`src/logic/ppfs_defs.svh`:
```
// Purpose: Constants for the port pin function select block.
// Assumes: Included by bare name from the design files.
// Notes: Pin indices follow the per-port bit positions.
`ifndef PPFS_DEFS_SVH
`define PPFS_DEFS_SVH

// ==========================================================
// Port widths and pin positions
`define PPFS_P1_WIDTH 8
`define PPFS_P2_WIDTH 8
`define PPFS_P3_WIDTH 8
`define PPFS_PJ_WIDTH 7
`define PPFS_P1_UA_CLK 3'h0
`define PPFS_P1_UB_SDA 3'h4
`define PPFS_P1_UB_SCL 3'h5
`define PPFS_PJ_TDO 3'h0
`define PPFS_PJ_TDI 3'h1
`define PPFS_PJ_TMS 3'h2
`define PPFS_PJ_TCK 3'h3
`define PPFS_PJ_OSCILLATOR_OUTPUT_PIN 3'h4
`define PPFS_PJ_XIN 3'h5
// Oscillator input pin select sits at bit 5 of the port J select bits.
`define PPFS_OSC_SEL_BIT 3'h5
// Serial unit B SPI wire mode encodings.
`define PPFS_SPI_3WIRE 1'h0
`define PPFS_SPI_4WIRE 1'h1

`endif

```
`src/logic/ppfs_pkg.sv`:
```
// Purpose: Types for the port pin function select block.
// Assumes: Nothing beyond the defs header.
// Notes: Holds the pin mode enumeration only.
package ppfs_pkg;

	// ==========================================================
	// Pin operating mode as resolved from the control bits.
	typedef enum logic [1:0] {
		PPFS_GPIO_IN = 2'b00,
		PPFS_GPIO_OUT = 2'b01,
		PPFS_PERIPH_IN = 2'b10,
		PPFS_PERIPH_OUT = 2'b11
	} ppfs_mode_type;

endpackage

```
`src/logic/ppfs_pin_cell.sv`:
```
// Purpose: One pin's function select: GPIO or peripheral, in or out.
// Assumes: Inputs synchronous to clock.
// Notes: Outputs are registered; overrides come from the top module.
`timescale 1ns/1ps
`include "ppfs_defs.svh"

module ppfs_pin_cell
	import ppfs_pkg::*;
(
	input wire logic clock,
	input wire logic sys_rst,
	input wire logic dir_bit,
	input wire logic sel_bit,
	input wire logic gpio_out,
	input wire logic periph_out,
	input wire logic periph_oe_own,
	input wire logic use_periph_oe,
	input wire logic open_drain,
	input wire logic force_off,
	input wire logic pin_in,
	input wire logic periph_in_enable,
	output logic pin_out,
	output logic pin_oe,
	output logic gpio_in,
	output logic periph_in
);

	// ==========================================================
	// Mode decode
	ppfs_mode_type mode;
	logic next_pin_out;
	logic next_pin_oe;
	logic next_gpio_in;
	logic next_periph_in;
	logic raw_out;
	logic raw_oe;

	// Select and direction bits pick the mode of the pin.
	assign mode = ppfs_mode_type'({sel_bit, dir_bit});

	// Next pin state; a unit that owns its own enable overrides direction.
	always_comb begin
		raw_out = 1'b0;
		raw_oe = 1'b0;
		unique case (mode)
			PPFS_GPIO_IN: begin
				raw_oe = 1'b0;
			end
			PPFS_GPIO_OUT: begin
				raw_out = gpio_out;
				raw_oe = 1'b1;
			end
			PPFS_PERIPH_IN: begin
				raw_out = periph_out;
				raw_oe = use_periph_oe & periph_oe_own;
			end
			PPFS_PERIPH_OUT: begin
				raw_out = periph_out;
				raw_oe = use_periph_oe ? periph_oe_own : 1'b1;
			end
		endcase
		// Open drain only pulls low, so a high level releases the pin.
		next_pin_oe = raw_oe & ~force_off & (~open_drain | ~raw_out);
		// A blocked pin also sets its output low with its enable off, so no stale level sits on a pad it no longer owns.
		next_pin_out = (open_drain | force_off) ? 1'b0 : raw_out;
		next_gpio_in = pin_in & ~sel_bit & ~force_off;
		next_periph_in = pin_in & sel_bit & ~dir_bit & periph_in_enable;
	end

	// Registered outputs keep the pad drive glitch free.
	always_ff @(posedge clock) begin
		if (sys_rst) begin
			pin_out <= 1'b0;
			pin_oe <= 1'b0;
			gpio_in <= 1'b0;
			periph_in <= 1'b0;
		end else begin
			pin_out <= next_pin_out;
			pin_oe <= next_pin_oe;
			gpio_in <= next_gpio_in;
			periph_in <= next_periph_in;
		end
	end

endmodule

```
`src/logic/ppfs_top.sv`:
```
// Purpose: Pin function select for ports 1, 2, 3 and J.
// Assumes: One 100 MHz clock, synchronous active high reset.
// Notes: All outputs come from flip-flops, one cycle after inputs.
// Overview of operation
// Select and direction pick GPIO or peripheral.
// Serial unit drives its own pin enable.
// Unit A clock wins; unit B forced 3-wire.
// I2C pins only drive low, else release.
// Test-port mode gives debug pins to test port.
// Test-port mode forces pull-ups on TMS, TCK, TDI.
// Oscillator select disables GPIO on both pins.
// Bypass mode frees oscillator output pin GPIO.
// Bypass bit chooses crystal or external clock.
// Timer-0 clear and faults gated by its enables.
// Timer-1 clear and faults gated by its enables.
`timescale 1ns/1ps
`include "ppfs_defs.svh"

module ppfs_top
	import ppfs_pkg::*;
#(
	parameter int P1_WIDTH = `PPFS_P1_WIDTH,
	parameter int P2_WIDTH = `PPFS_P2_WIDTH,
	parameter int P3_WIDTH = `PPFS_P3_WIDTH,
	parameter int PJ_WIDTH = `PPFS_PJ_WIDTH
)
(
	input wire logic clock,
	input wire logic sys_rst,
	// Port 1 control and pins.
	input wire logic [P1_WIDTH-1:0] p1_port_direction_bit,
	input wire logic [P1_WIDTH-1:0] p1_port_function_select_bit,
	input wire logic [P1_WIDTH-1:0] p1_gpio_out,
	input wire logic [P1_WIDTH-1:0] p1_periph_out,
	input wire logic [P1_WIDTH-1:0] p1_periph_oe,
	input wire logic [P1_WIDTH-1:0] p1_pin_in,
	output logic [P1_WIDTH-1:0] p1_pin_out,
	output logic [P1_WIDTH-1:0] p1_pin_oe,
	output logic [P1_WIDTH-1:0] p1_gpio_in,
	output logic [P1_WIDTH-1:0] p1_periph_in,
	// Serial units: I2C selection and unit B wire mode request.
	input wire logic serial_unit_b_i2c_mode,
	input wire logic serial_unit_b_spi_mode_req,
	output logic serial_unit_b_spi_mode,
	// Port 2 control and pins.
	input wire logic [P2_WIDTH-1:0] p2_port_direction_bit,
	input wire logic [P2_WIDTH-1:0] p2_port_function_select_bit,
	input wire logic [P2_WIDTH-1:0] p2_gpio_out,
	input wire logic [P2_WIDTH-1:0] p2_periph_out,
	input wire logic [P2_WIDTH-1:0] p2_pin_in,
	output logic [P2_WIDTH-1:0] p2_pin_out,
	output logic [P2_WIDTH-1:0] p2_pin_oe,
	output logic [P2_WIDTH-1:0] p2_gpio_in,
	output logic [P2_WIDTH-1:0] p2_periph_in,
	// Port 3 control and pins.
	input wire logic [P3_WIDTH-1:0] p3_port_direction_bit,
	input wire logic [P3_WIDTH-1:0] p3_port_function_select_bit,
	input wire logic [P3_WIDTH-1:0] p3_gpio_out,
	input wire logic [P3_WIDTH-1:0] p3_periph_out,
	input wire logic [P3_WIDTH-1:0] p3_pin_in,
	output logic [P3_WIDTH-1:0] p3_pin_out,
	output logic [P3_WIDTH-1:0] p3_pin_oe,
	output logic [P3_WIDTH-1:0] p3_gpio_in,
	output logic [P3_WIDTH-1:0] p3_periph_in,
	// Timer event control input enables, per pin of ports 2 and 3.
	input wire logic [P2_WIDTH-1:0] p2_event_input_enable,
	input wire logic [P3_WIDTH-1:0] p3_event_input_enable,
	// Port J control and pins.
	input wire logic [PJ_WIDTH-1:0] pj_port_direction_bit,
	input wire logic [PJ_WIDTH-1:0] pj_port_function_select_bit,
	input wire logic [PJ_WIDTH-1:0] pj_pull_resistor_enable_bit,
	input wire logic [PJ_WIDTH-1:0] pj_gpio_out,
	input wire logic [PJ_WIDTH-1:0] pj_periph_out,
	input wire logic [PJ_WIDTH-1:0] pj_pin_in,
	output logic [PJ_WIDTH-1:0] pj_pin_out,
	output logic [PJ_WIDTH-1:0] pj_pin_oe,
	output logic [PJ_WIDTH-1:0] pj_pull_enable,
	output logic [PJ_WIDTH-1:0] pj_gpio_in,
	output logic [PJ_WIDTH-1:0] pj_periph_in,
	// Debug test port.
	input wire logic test_port_mode,
	input wire logic test_port_tdo_out,
	input wire logic test_port_tdo_oe,
	output logic test_port_tdi,
	output logic test_port_tms,
	output logic test_port_tck,
	// Oscillator.
	input wire logic oscillator_bypass_enable,
	output logic osc_crystal_mode,
	output logic osc_bypass_mode,
	output logic osc_ext_clock_in
);

	// ==========================================================
	// Overrides on shared and special pins
	logic [P1_WIDTH-1:0] p1_od;
	logic [PJ_WIDTH-1:0] pj_off;
	logic [PJ_WIDTH-1:0] pj_tp;
	logic [PJ_WIDTH-1:0] pj_cell_dir;
	logic [PJ_WIDTH-1:0] pj_cell_gpio_out;
	logic [PJ_WIDTH-1:0] pj_cell_pin_in;
	logic osc_sel;
	logic ua_clk_used;

	// The oscillator input pin select bit hands the crystal pins to the oscillator.
	assign osc_sel = pj_port_function_select_bit[`PPFS_OSC_SEL_BIT];

	// Only the two unit B data and clock pins go open drain in I2C use.
	// A pin left on GPIO keeps its push-pull drive even while the unit runs I2C.
	always_comb begin
		p1_od = '0;
		p1_od[`PPFS_P1_UB_SDA] = serial_unit_b_i2c_mode;
		p1_od[`PPFS_P1_UB_SCL] = serial_unit_b_i2c_mode;
		p1_od = p1_od & p1_port_function_select_bit;
	end

	// The shared clock pin counts as unit A clock whenever it is selected.
	assign ua_clk_used = p1_port_function_select_bit[`PPFS_P1_UA_CLK];

	// Debug pins held by the test port, crystal pins held by the oscillator.
	always_comb begin
		pj_tp = '0;
		pj_tp[`PPFS_PJ_TDO] = test_port_mode;
		pj_tp[`PPFS_PJ_TDI] = test_port_mode;
		pj_tp[`PPFS_PJ_TMS] = test_port_mode;
		pj_tp[`PPFS_PJ_TCK] = test_port_mode;
		pj_off = '0;
		pj_off[`PPFS_PJ_XIN] = osc_sel;
		pj_off[`PPFS_PJ_OSCILLATOR_OUTPUT_PIN] = osc_sel & ~oscillator_bypass_enable;
	end

	// In test-port mode the debug pins run as plain I/O under the test port's
	// enable and data, so the cell flops drive the pads with no mux behind them.
	always_comb begin
		pj_cell_dir = pj_port_direction_bit;
		pj_cell_gpio_out = pj_gpio_out;
		pj_cell_pin_in = pj_pin_in & ~(pj_tp | pj_off);
		if (test_port_mode) begin
			pj_cell_dir[`PPFS_PJ_TDI] = 1'b0;
			pj_cell_dir[`PPFS_PJ_TMS] = 1'b0;
			pj_cell_dir[`PPFS_PJ_TCK] = 1'b0;
			pj_cell_dir[`PPFS_PJ_TDO] = test_port_tdo_oe;
			pj_cell_gpio_out[`PPFS_PJ_TDO] = test_port_tdo_out;
		end
	end

	// ==========================================================
	// Pin cells
	genvar i;
	generate
		for (i = 0; i < P1_WIDTH; i++) begin : g_p1
			ppfs_pin_cell u_cell (
				.clock(clock), .sys_rst(sys_rst),
				.dir_bit(p1_port_direction_bit[i]),
				.sel_bit(p1_port_function_select_bit[i]),
				.gpio_out(p1_gpio_out[i]), .periph_out(p1_periph_out[i]),
				.periph_oe_own(p1_periph_oe[i]), .use_periph_oe(i < 6),
				.open_drain(p1_od[i]), .force_off(1'b0),
				.pin_in(p1_pin_in[i]), .periph_in_enable(1'b1),
				.pin_out(p1_pin_out[i]), .pin_oe(p1_pin_oe[i]),
				.gpio_in(p1_gpio_in[i]), .periph_in(p1_periph_in[i])
			);
		end
		for (i = 0; i < P2_WIDTH; i++) begin : g_p2
			ppfs_pin_cell u_cell (
				.clock(clock), .sys_rst(sys_rst),
				.dir_bit(p2_port_direction_bit[i]),
				.sel_bit(p2_port_function_select_bit[i]),
				.gpio_out(p2_gpio_out[i]), .periph_out(p2_periph_out[i]),
				.periph_oe_own(1'b0), .use_periph_oe(1'b0),
				.open_drain(1'b0), .force_off(1'b0),
				.pin_in(p2_pin_in[i]), .periph_in_enable(p2_event_input_enable[i]),
				.pin_out(p2_pin_out[i]), .pin_oe(p2_pin_oe[i]),
				.gpio_in(p2_gpio_in[i]), .periph_in(p2_periph_in[i])
			);
		end
		for (i = 0; i < P3_WIDTH; i++) begin : g_p3
			ppfs_pin_cell u_cell (
				.clock(clock), .sys_rst(sys_rst),
				.dir_bit(p3_port_direction_bit[i]),
				.sel_bit(p3_port_function_select_bit[i]),
				.gpio_out(p3_gpio_out[i]), .periph_out(p3_periph_out[i]),
				.periph_oe_own(1'b0), .use_periph_oe(1'b0),
				.open_drain(1'b0), .force_off(1'b0),
				.pin_in(p3_pin_in[i]), .periph_in_enable(p3_event_input_enable[i]),
				.pin_out(p3_pin_out[i]), .pin_oe(p3_pin_oe[i]),
				.gpio_in(p3_gpio_in[i]), .periph_in(p3_periph_in[i])
			);
		end
		for (i = 0; i < PJ_WIDTH; i++) begin : g_pj
			ppfs_pin_cell u_cell (
				.clock(clock), .sys_rst(sys_rst),
				.dir_bit(pj_cell_dir[i]),
				.sel_bit(pj_port_function_select_bit[i] & (i < 4 || i == 6) & ~pj_tp[i]),
				.gpio_out(pj_cell_gpio_out[i]), .periph_out(pj_periph_out[i]),
				.periph_oe_own(1'b0), .use_periph_oe(1'b0),
				.open_drain(1'b0), .force_off(pj_off[i]),
				.pin_in(pj_cell_pin_in[i]), .periph_in_enable(~pj_off[i]),
				.pin_out(pj_pin_out[i]), .pin_oe(pj_pin_oe[i]),
				.gpio_in(pj_gpio_in[i]), .periph_in(pj_periph_in[i])
			);
		end
	endgenerate

	// ==========================================================
	// Port J, test port and oscillator registers
	logic [PJ_WIDTH-1:0] next_pj_pull;
	logic next_spi_mode;
	logic next_tdi;
	logic next_tms;
	logic next_tck;
	logic next_xtal;
	logic next_bypass;
	logic next_ext_clk;

	// Test-port pulls, wire-mode force and oscillator mode decode.
	always_comb begin
		next_pj_pull = pj_pull_resistor_enable_bit;
		if (test_port_mode) begin
			next_pj_pull[`PPFS_PJ_TDI] = 1'b1;
			next_pj_pull[`PPFS_PJ_TMS] = 1'b1;
			next_pj_pull[`PPFS_PJ_TCK] = 1'b1;
		end
		// The clock use wins, so unit B cannot keep its 4-wire select.
		next_spi_mode = ua_clk_used ? `PPFS_SPI_3WIRE : serial_unit_b_spi_mode_req;
		next_tdi = test_port_mode & pj_pin_in[`PPFS_PJ_TDI];
		next_tms = test_port_mode & pj_pin_in[`PPFS_PJ_TMS];
		next_tck = test_port_mode & pj_pin_in[`PPFS_PJ_TCK];
		next_xtal = osc_sel & ~oscillator_bypass_enable;
		next_bypass = osc_sel & oscillator_bypass_enable;
		next_ext_clk = next_bypass & pj_pin_in[`PPFS_PJ_XIN];
	end

	// Register the side signals; outputs come straight from the registers, with no mux after them.
	always_ff @(posedge clock) begin
		if (sys_rst) begin
			pj_pull_enable <= '0;
			serial_unit_b_spi_mode <= `PPFS_SPI_3WIRE;
			test_port_tdi <= 1'b0;
			test_port_tms <= 1'b0;
			test_port_tck <= 1'b0;
			osc_crystal_mode <= 1'b0;
			osc_bypass_mode <= 1'b0;
			osc_ext_clock_in <= 1'b0;
		end else begin
			pj_pull_enable <= next_pj_pull;
			serial_unit_b_spi_mode <= next_spi_mode;
			test_port_tdi <= next_tdi;
			test_port_tms <= next_tms;
			test_port_tck <= next_tck;
			osc_crystal_mode <= next_xtal;
			osc_bypass_mode <= next_bypass;
			osc_ext_clock_in <= next_ext_clk;
		end
	end

endmodule

```
`config.mk`:
```
export PLATFORM = sky130hd
export DESIGN_NAME = ppfs_top
export DESIGN_NICKNAME = d
export VERILOG_FILES = /design/src/logic/ppfs_pkg.sv /design/src/logic/ppfs_pin_cell.sv /design/src/logic/ppfs_top.sv
export VERILOG_INCLUDE_DIRS = /design/src /design/src/logic
export SDC_FILE = /design/constraint.sdc
export NUM_CORES = 1
export LEC_CHECK = 0
export ABC_AREA = 1
export BUFFER_PORTS_ARGS = -buffer_cell sky130_fd_sc_hd__buf_2
export CAP_MARGIN = 40
export CELL_PAD_IN_SITES_DETAIL_PLACEMENT = 0
export CELL_PAD_IN_SITES_GLOBAL_PLACEMENT = 1
export CORE_UTILIZATION = 32
export DETAILED_ROUTE_END_ITERATION = 7
export PLACE_DENSITY_LB_ADDON = 0.1
export SYNTH_ARGS = -nofsm -noshare
export SYNTH_HDL_FRONTEND = slang
export SYNTH_SLANG_ARGS = --single-unit
export TNS_END_PERCENT = 5
```
`constraint.sdc`:
```
create_clock -name clock -period 1.8 [get_ports clock]
set_input_delay 0.18 -clock clock [delete_from_list [all_inputs] [get_ports clock]]
set_output_delay 0.18 -clock clock [all_outputs]
set_load 0.02 [all_outputs]
```
Yosys cells after proc, flatten, opt, wreduce, memory -nomap -nowiden

Cells that the tools add are included.

Reductions and logical operators: 117
Bitwise logic cells: 217
Eq/ne operators: 87
Mux-type cells: 63

Operator list:

| operator                                                               | count |
|---|---|
| 2-bit OR reduction                                                     | 84 |
| 1-bit bitwise AND                                                      | 125 |
| 2-bit equality test (second input constant)                            | 58 |
| 1-bit case mux with 2 select lines                                     | 54 |
| 1-bit NOT                                                              | 80 |
| 2-bit zero test                                                        | 31 |
| 2-bit by 1-bit equality test with 1-bit output (second input constant) | 29 |
| 1-bit case mux with 3 select lines                                     | 6 |
| 6-bit by 8-bit bitwise AND with 8-bit output                           | 1 |
| 1-bit OR                                                               | 8 |
| 7-bit bitwise AND                                                      | 1 |
| 6-bit NOT with 7-bit output                                            | 1 |
| 4-bit by 6-bit OR with 6-bit output                                    | 1 |
| 3-bit OR reduction                                                     | 2 |
| 4-bit two-way mux                                                      | 1 |
| 3-bit two-way mux                                                      | 1 |
| 1-bit two-way mux                                                      | 1 |

Flip-flop bits (word level): 136
Logic and storage cells: 614
Input bits: 194
Output and inout port bits: 138

Depth between registers and ports, before layout

Depth in word-level cells: 7
Gate-level depth with buffers: 6

Hierarchy

A second synthesis with hierarchy kept.

Cells, all modules: 735
Area total of the unflattened synthesis: 5835.6 µm²

By module, submodules not included:

| module        | cells an instance | instances | area an instance (µm²) |
|---|---|---|---|
| ppfs_pin_cell | 21                | 31        | 170.2 |
| ppfs_top      | 84                | 1         | 560.5 |

Worst setup path after synthesis

No wires, ideal clock.

Path type: in2reg
Start point: in test_port_mode
End point: reg g_pj[3].u_cell.pin_out
Data arrival time: 688 ps
Stages: 5
Path slack: 996 ps
Path through: buf_2 inv_2 nand2_1 o21ai_0 nor2_1

Cells in the longest elaborated chain, start to end: 5

Ends and longest elaborated chain:

| element                              | RTL line            | RTL |
|---|---|---|
| start: declaration                   | ppfs_top.sv:81      | `input wire logic test_port_mode,` |
| 1-bit NOT                            | ppfs_top.sv:194     | `.sel_bit(pj_port_function_select_bit[i] & (i < 4 \|\| i == 6) & ~pj_tp[i]),` |
| 1-bit bitwise AND                    | ppfs_top.sv:194     |  |
| 2-bit equality test                  | ppfs_pin_cell.sv:45 | `unique case (mode)` |
| 2-bit OR reduction (no line)         | -                   |  |
| 1-bit case mux with 2 select lines * | ppfs_pin_cell.sv:45 |  |
| end signal: assignment               | ppfs_pin_cell.sv:78 | `pin_out <= next_pin_out;` |
| end: declaration                     | ppfs_pin_cell.sv:22 | `output logic pin_out,` |

Mark *: on every way between the ends. The rest lies on a longest branch, timed or not.
A chain may end at the register's enable or synchronous reset.

Final worst setup path

Start point: in pj_port_direction_bit[6]
End point: reg g_pj[6].u_cell.pin_out

Cells in the longest elaborated chain, start to end: 3

Ends and longest elaborated chain:

| element                              | RTL line            | RTL |
|---|---|---|
| start: declaration                   | ppfs_top.sv:69      | `input wire logic [PJ_WIDTH-1:0] pj_port_direction_bit,` |
| 2-bit equality test                  | ppfs_pin_cell.sv:45 |  |
| 2-bit OR reduction (no line)         | -                   |  |
| 1-bit case mux with 2 select lines * | ppfs_pin_cell.sv:45 |  |
| end signal: assignment               | ppfs_pin_cell.sv:78 |  |
| end: declaration                     | ppfs_pin_cell.sv:22 |  |

Marks and branches as above.

==> impl_results.md <==
* Vias at 4701
* Top cell type's share of synthesized area at 0.507
* Most common cell after layout, fill and taps aside: buf_2
* Crit end category: flop
* Clk buf depth at 2
* Crit path launch type: input pin
* Synth Area per Inst at 8.67 um^2
* Sequential area share after synthesis at 0.507
* Clock transition at path regs at 60 ps
* Switching Share at 0.224
* Number of global-route vias before repair at 4859
* Post-synthesis cell area at 5370 um^2
* Resized cells post-CTS at 0
* Initial Util at 0.333
* Die X-Extent at 131 um
* Worst VDD drop at 593 uV
* Global route overflow at 0
* Residual DRC count at 0
* Final setup TNS at 0 ps
* Post-Synthesis Cells at 619
* Synth area leader: dfxtp_1
* CTS tree: yes
* PwrDens at 1050 nW/um^2
* Num Clock Sinks at 136
* Netlist cell types at 19
* Initial drt markers at 105
* Global-route wire length before repair at 23900 um
* Pint at 6.41 mW
* RSZ-0062 raised after global routing: no
* Yosys synthesis warning count at 0
* Initial antenna violation count at 1
* Commonest cells after routing, fill and taps aside: 323 x buf_2, 136 x dfxtp_1, 85 x dlygate4sd3_1
* Max-slew violation count at 0
* Critical Path RT at 2090 ps
* I/O Buffers at 324
* Top cells by area, synth: dfxtp_1 51%, buf_4 17%, inv_1 5.2%, nor2_1 5.1%, nand2_1 5.0%
* Routed wire length at 15100 um
* Status: completed
* Inserted Clock Buffers at 17
* Sequential power share at 0.384
* Fin crit share at 0.746
* Root Buffer: clkbuf_16
* Setup Viol. Count Final at 0
* Clk pwr share at 0.494
* IO Count at 332
* Total Die Area at 17300 um^2
* Max FO, Critical Path at 2
* FP Rows at 46
* Setup Fix Bufs, Post-CTS at 0
* Critical path data arrival time at 1630 ps
* Die Ht at 131 um
* Avg WL per Cell at 13.2 um
* WS Path Type: in -> reg
* Largest net degree at the start of global routing at 62
* Post-DRT Antenna Nets at 0
* Sw Pwr at 1.85 mW
* Hold_ws at 18.4 ps
* MaxCap Viol Count at 0
* Vias per inst at 4.11
* Path type of the worst min-delay path: in -> reg
* Core Box Area at 16100 um^2
* Final hold viol count at 0
* Share of layout cells above drive strength 1 at 0.399
* Min cycle time layout at 1340 ps
* #FFs+latches synth at 136
* Global-route usage over all layers at 0.178
* P&R area growth vs syn at 46.4%
* DP Wirelength at 11400 um
* Layout Nets at 1109
* Global placement routability congestion at 0.883
* P_leak at 4.19 nW
* 1st-pass router iterations at 4
* Gate power share at 0.121
* Max Freq at 745 MHz
* Htree depth at 4
-- worst paths after layout --
path,from,to,slack (ps),depth (start not counted)
setup / recovery,pj_port_direction_bit[6],g_pj[6].u_cell.pin_out,460,7
hold / removal,p2_gpio_out[3],g_p2[3].u_cell.pin_out,20,3
-- layout make-up --
cell class                      instances  area, um^2
Antenna cell                            1        2.50
Multi-Input combinational cell        272        1350
Clock buffer                           20         457
Clock inverter                         12         245
Inverter                               75         282
Sequential cell                       136        2720
Fill cell                            1611        8260
Timing Repair Buffer                  413        2530
Tap cell                              216         270
-- through the flow --
step	total power, mW	instances	utilization	area, um^2	setup slack (ps)
2_1_floorplan	3.83	620	-	5370	996
4_1_cts	8.37	1142	0.486	7830	463
3_5_place_dp	4.10	1027	0.391	6300	579
5_1_grt	8.62	1145	0.487	7850	351
3_3_place_gp	4.09	1027	0.391	6300	605
6_report	8.26	1145	0.487	7850	458
-- Yosys cell counts (all sizes together) --
cell	number
conb	1
inv	75
o21ai	17
dfxtp	136
nor3	34
buf	137
nor2	74
nor4	10
nand2	71
nand4	2
nand3	27
nor3b	4
a21oi	31
-- logic make-up (layout without fill, tap and decap cells) --
logic type	after synthesis	after routing	share of synthesized area
compound gates	48	48	0.0448
buf+inv	212	520	0.243
flops	136	136	0.507
other cells	1	3	0.000699
simple gates	222	222	0.205
-- worst max-delay path, stage by stage --
cell	delay (ps)
dlygate4sd3_1	530
buf_2	140
inv_1	50
nor2_1	40
nand3_1	80
nand2_1	50
dlygate4sd3_1	550
-- repair_timing --
action / CTS / global route
hold buffers: 83 / 2
setup endpoints to repair: 0 / 0
hold endpoints to repair: 76 / 2
-- power by group through the flow --
stage | clock, mW | combinational [mW] | sequential, mW
after floorplan | 0 | 0.569 | 3.26
after global placement | 0 | 0.855 | 3.24
after detailed placement | 0 | 0.864 | 3.24
after CTS | 4.19 | 1.01 | 3.17
after global routing | 4.34 | 1.10 | 3.19
final | 4.08 | 1.00 | 3.17
-- layer usage --
layer,track usage,vias to the layer above,part of all wire
li1,-,2398,-
met1,0.175,2069,0.38
met2,0.327,216,0.51
met3,0.0737,18,0.090
met4,0.0743,0,0.021
met5,0,-,0
-- sequential cells by signal, indices dropped and copies added, names as in the netlist, 5 cells and up --
| name | count |
|---|---|
| g_p1.u_cell.pin_oe | 8 |
| g_pj.u_cell.pin_out | 7 |
| g_p2.u_cell.pin_out | 8 |
| g_p3.u_cell.periph_in | 8 |
| g_p1.u_cell.periph_in | 8 |
| g_p2.u_cell.pin_oe | 8 |
| g_p1.u_cell.pin_out | 8 |
| g_p2.u_cell.gpio_in | 8 |
| g_pj.u_cell.gpio_in | 7 |
| g_p3.u_cell.pin_out | 8 |
| g_pj.u_cell.pin_oe | 7 |
| pj_pull_enable | 7 |
| g_pj.u_cell.periph_in | 5 |
| g_p3.u_cell.gpio_in | 8 |
| g_p2.u_cell.periph_in | 8 |
| g_p3.u_cell.pin_oe | 8 |
| g_p1.u_cell.gpio_in | 8 |
Power figures use the tool's default switching activity.
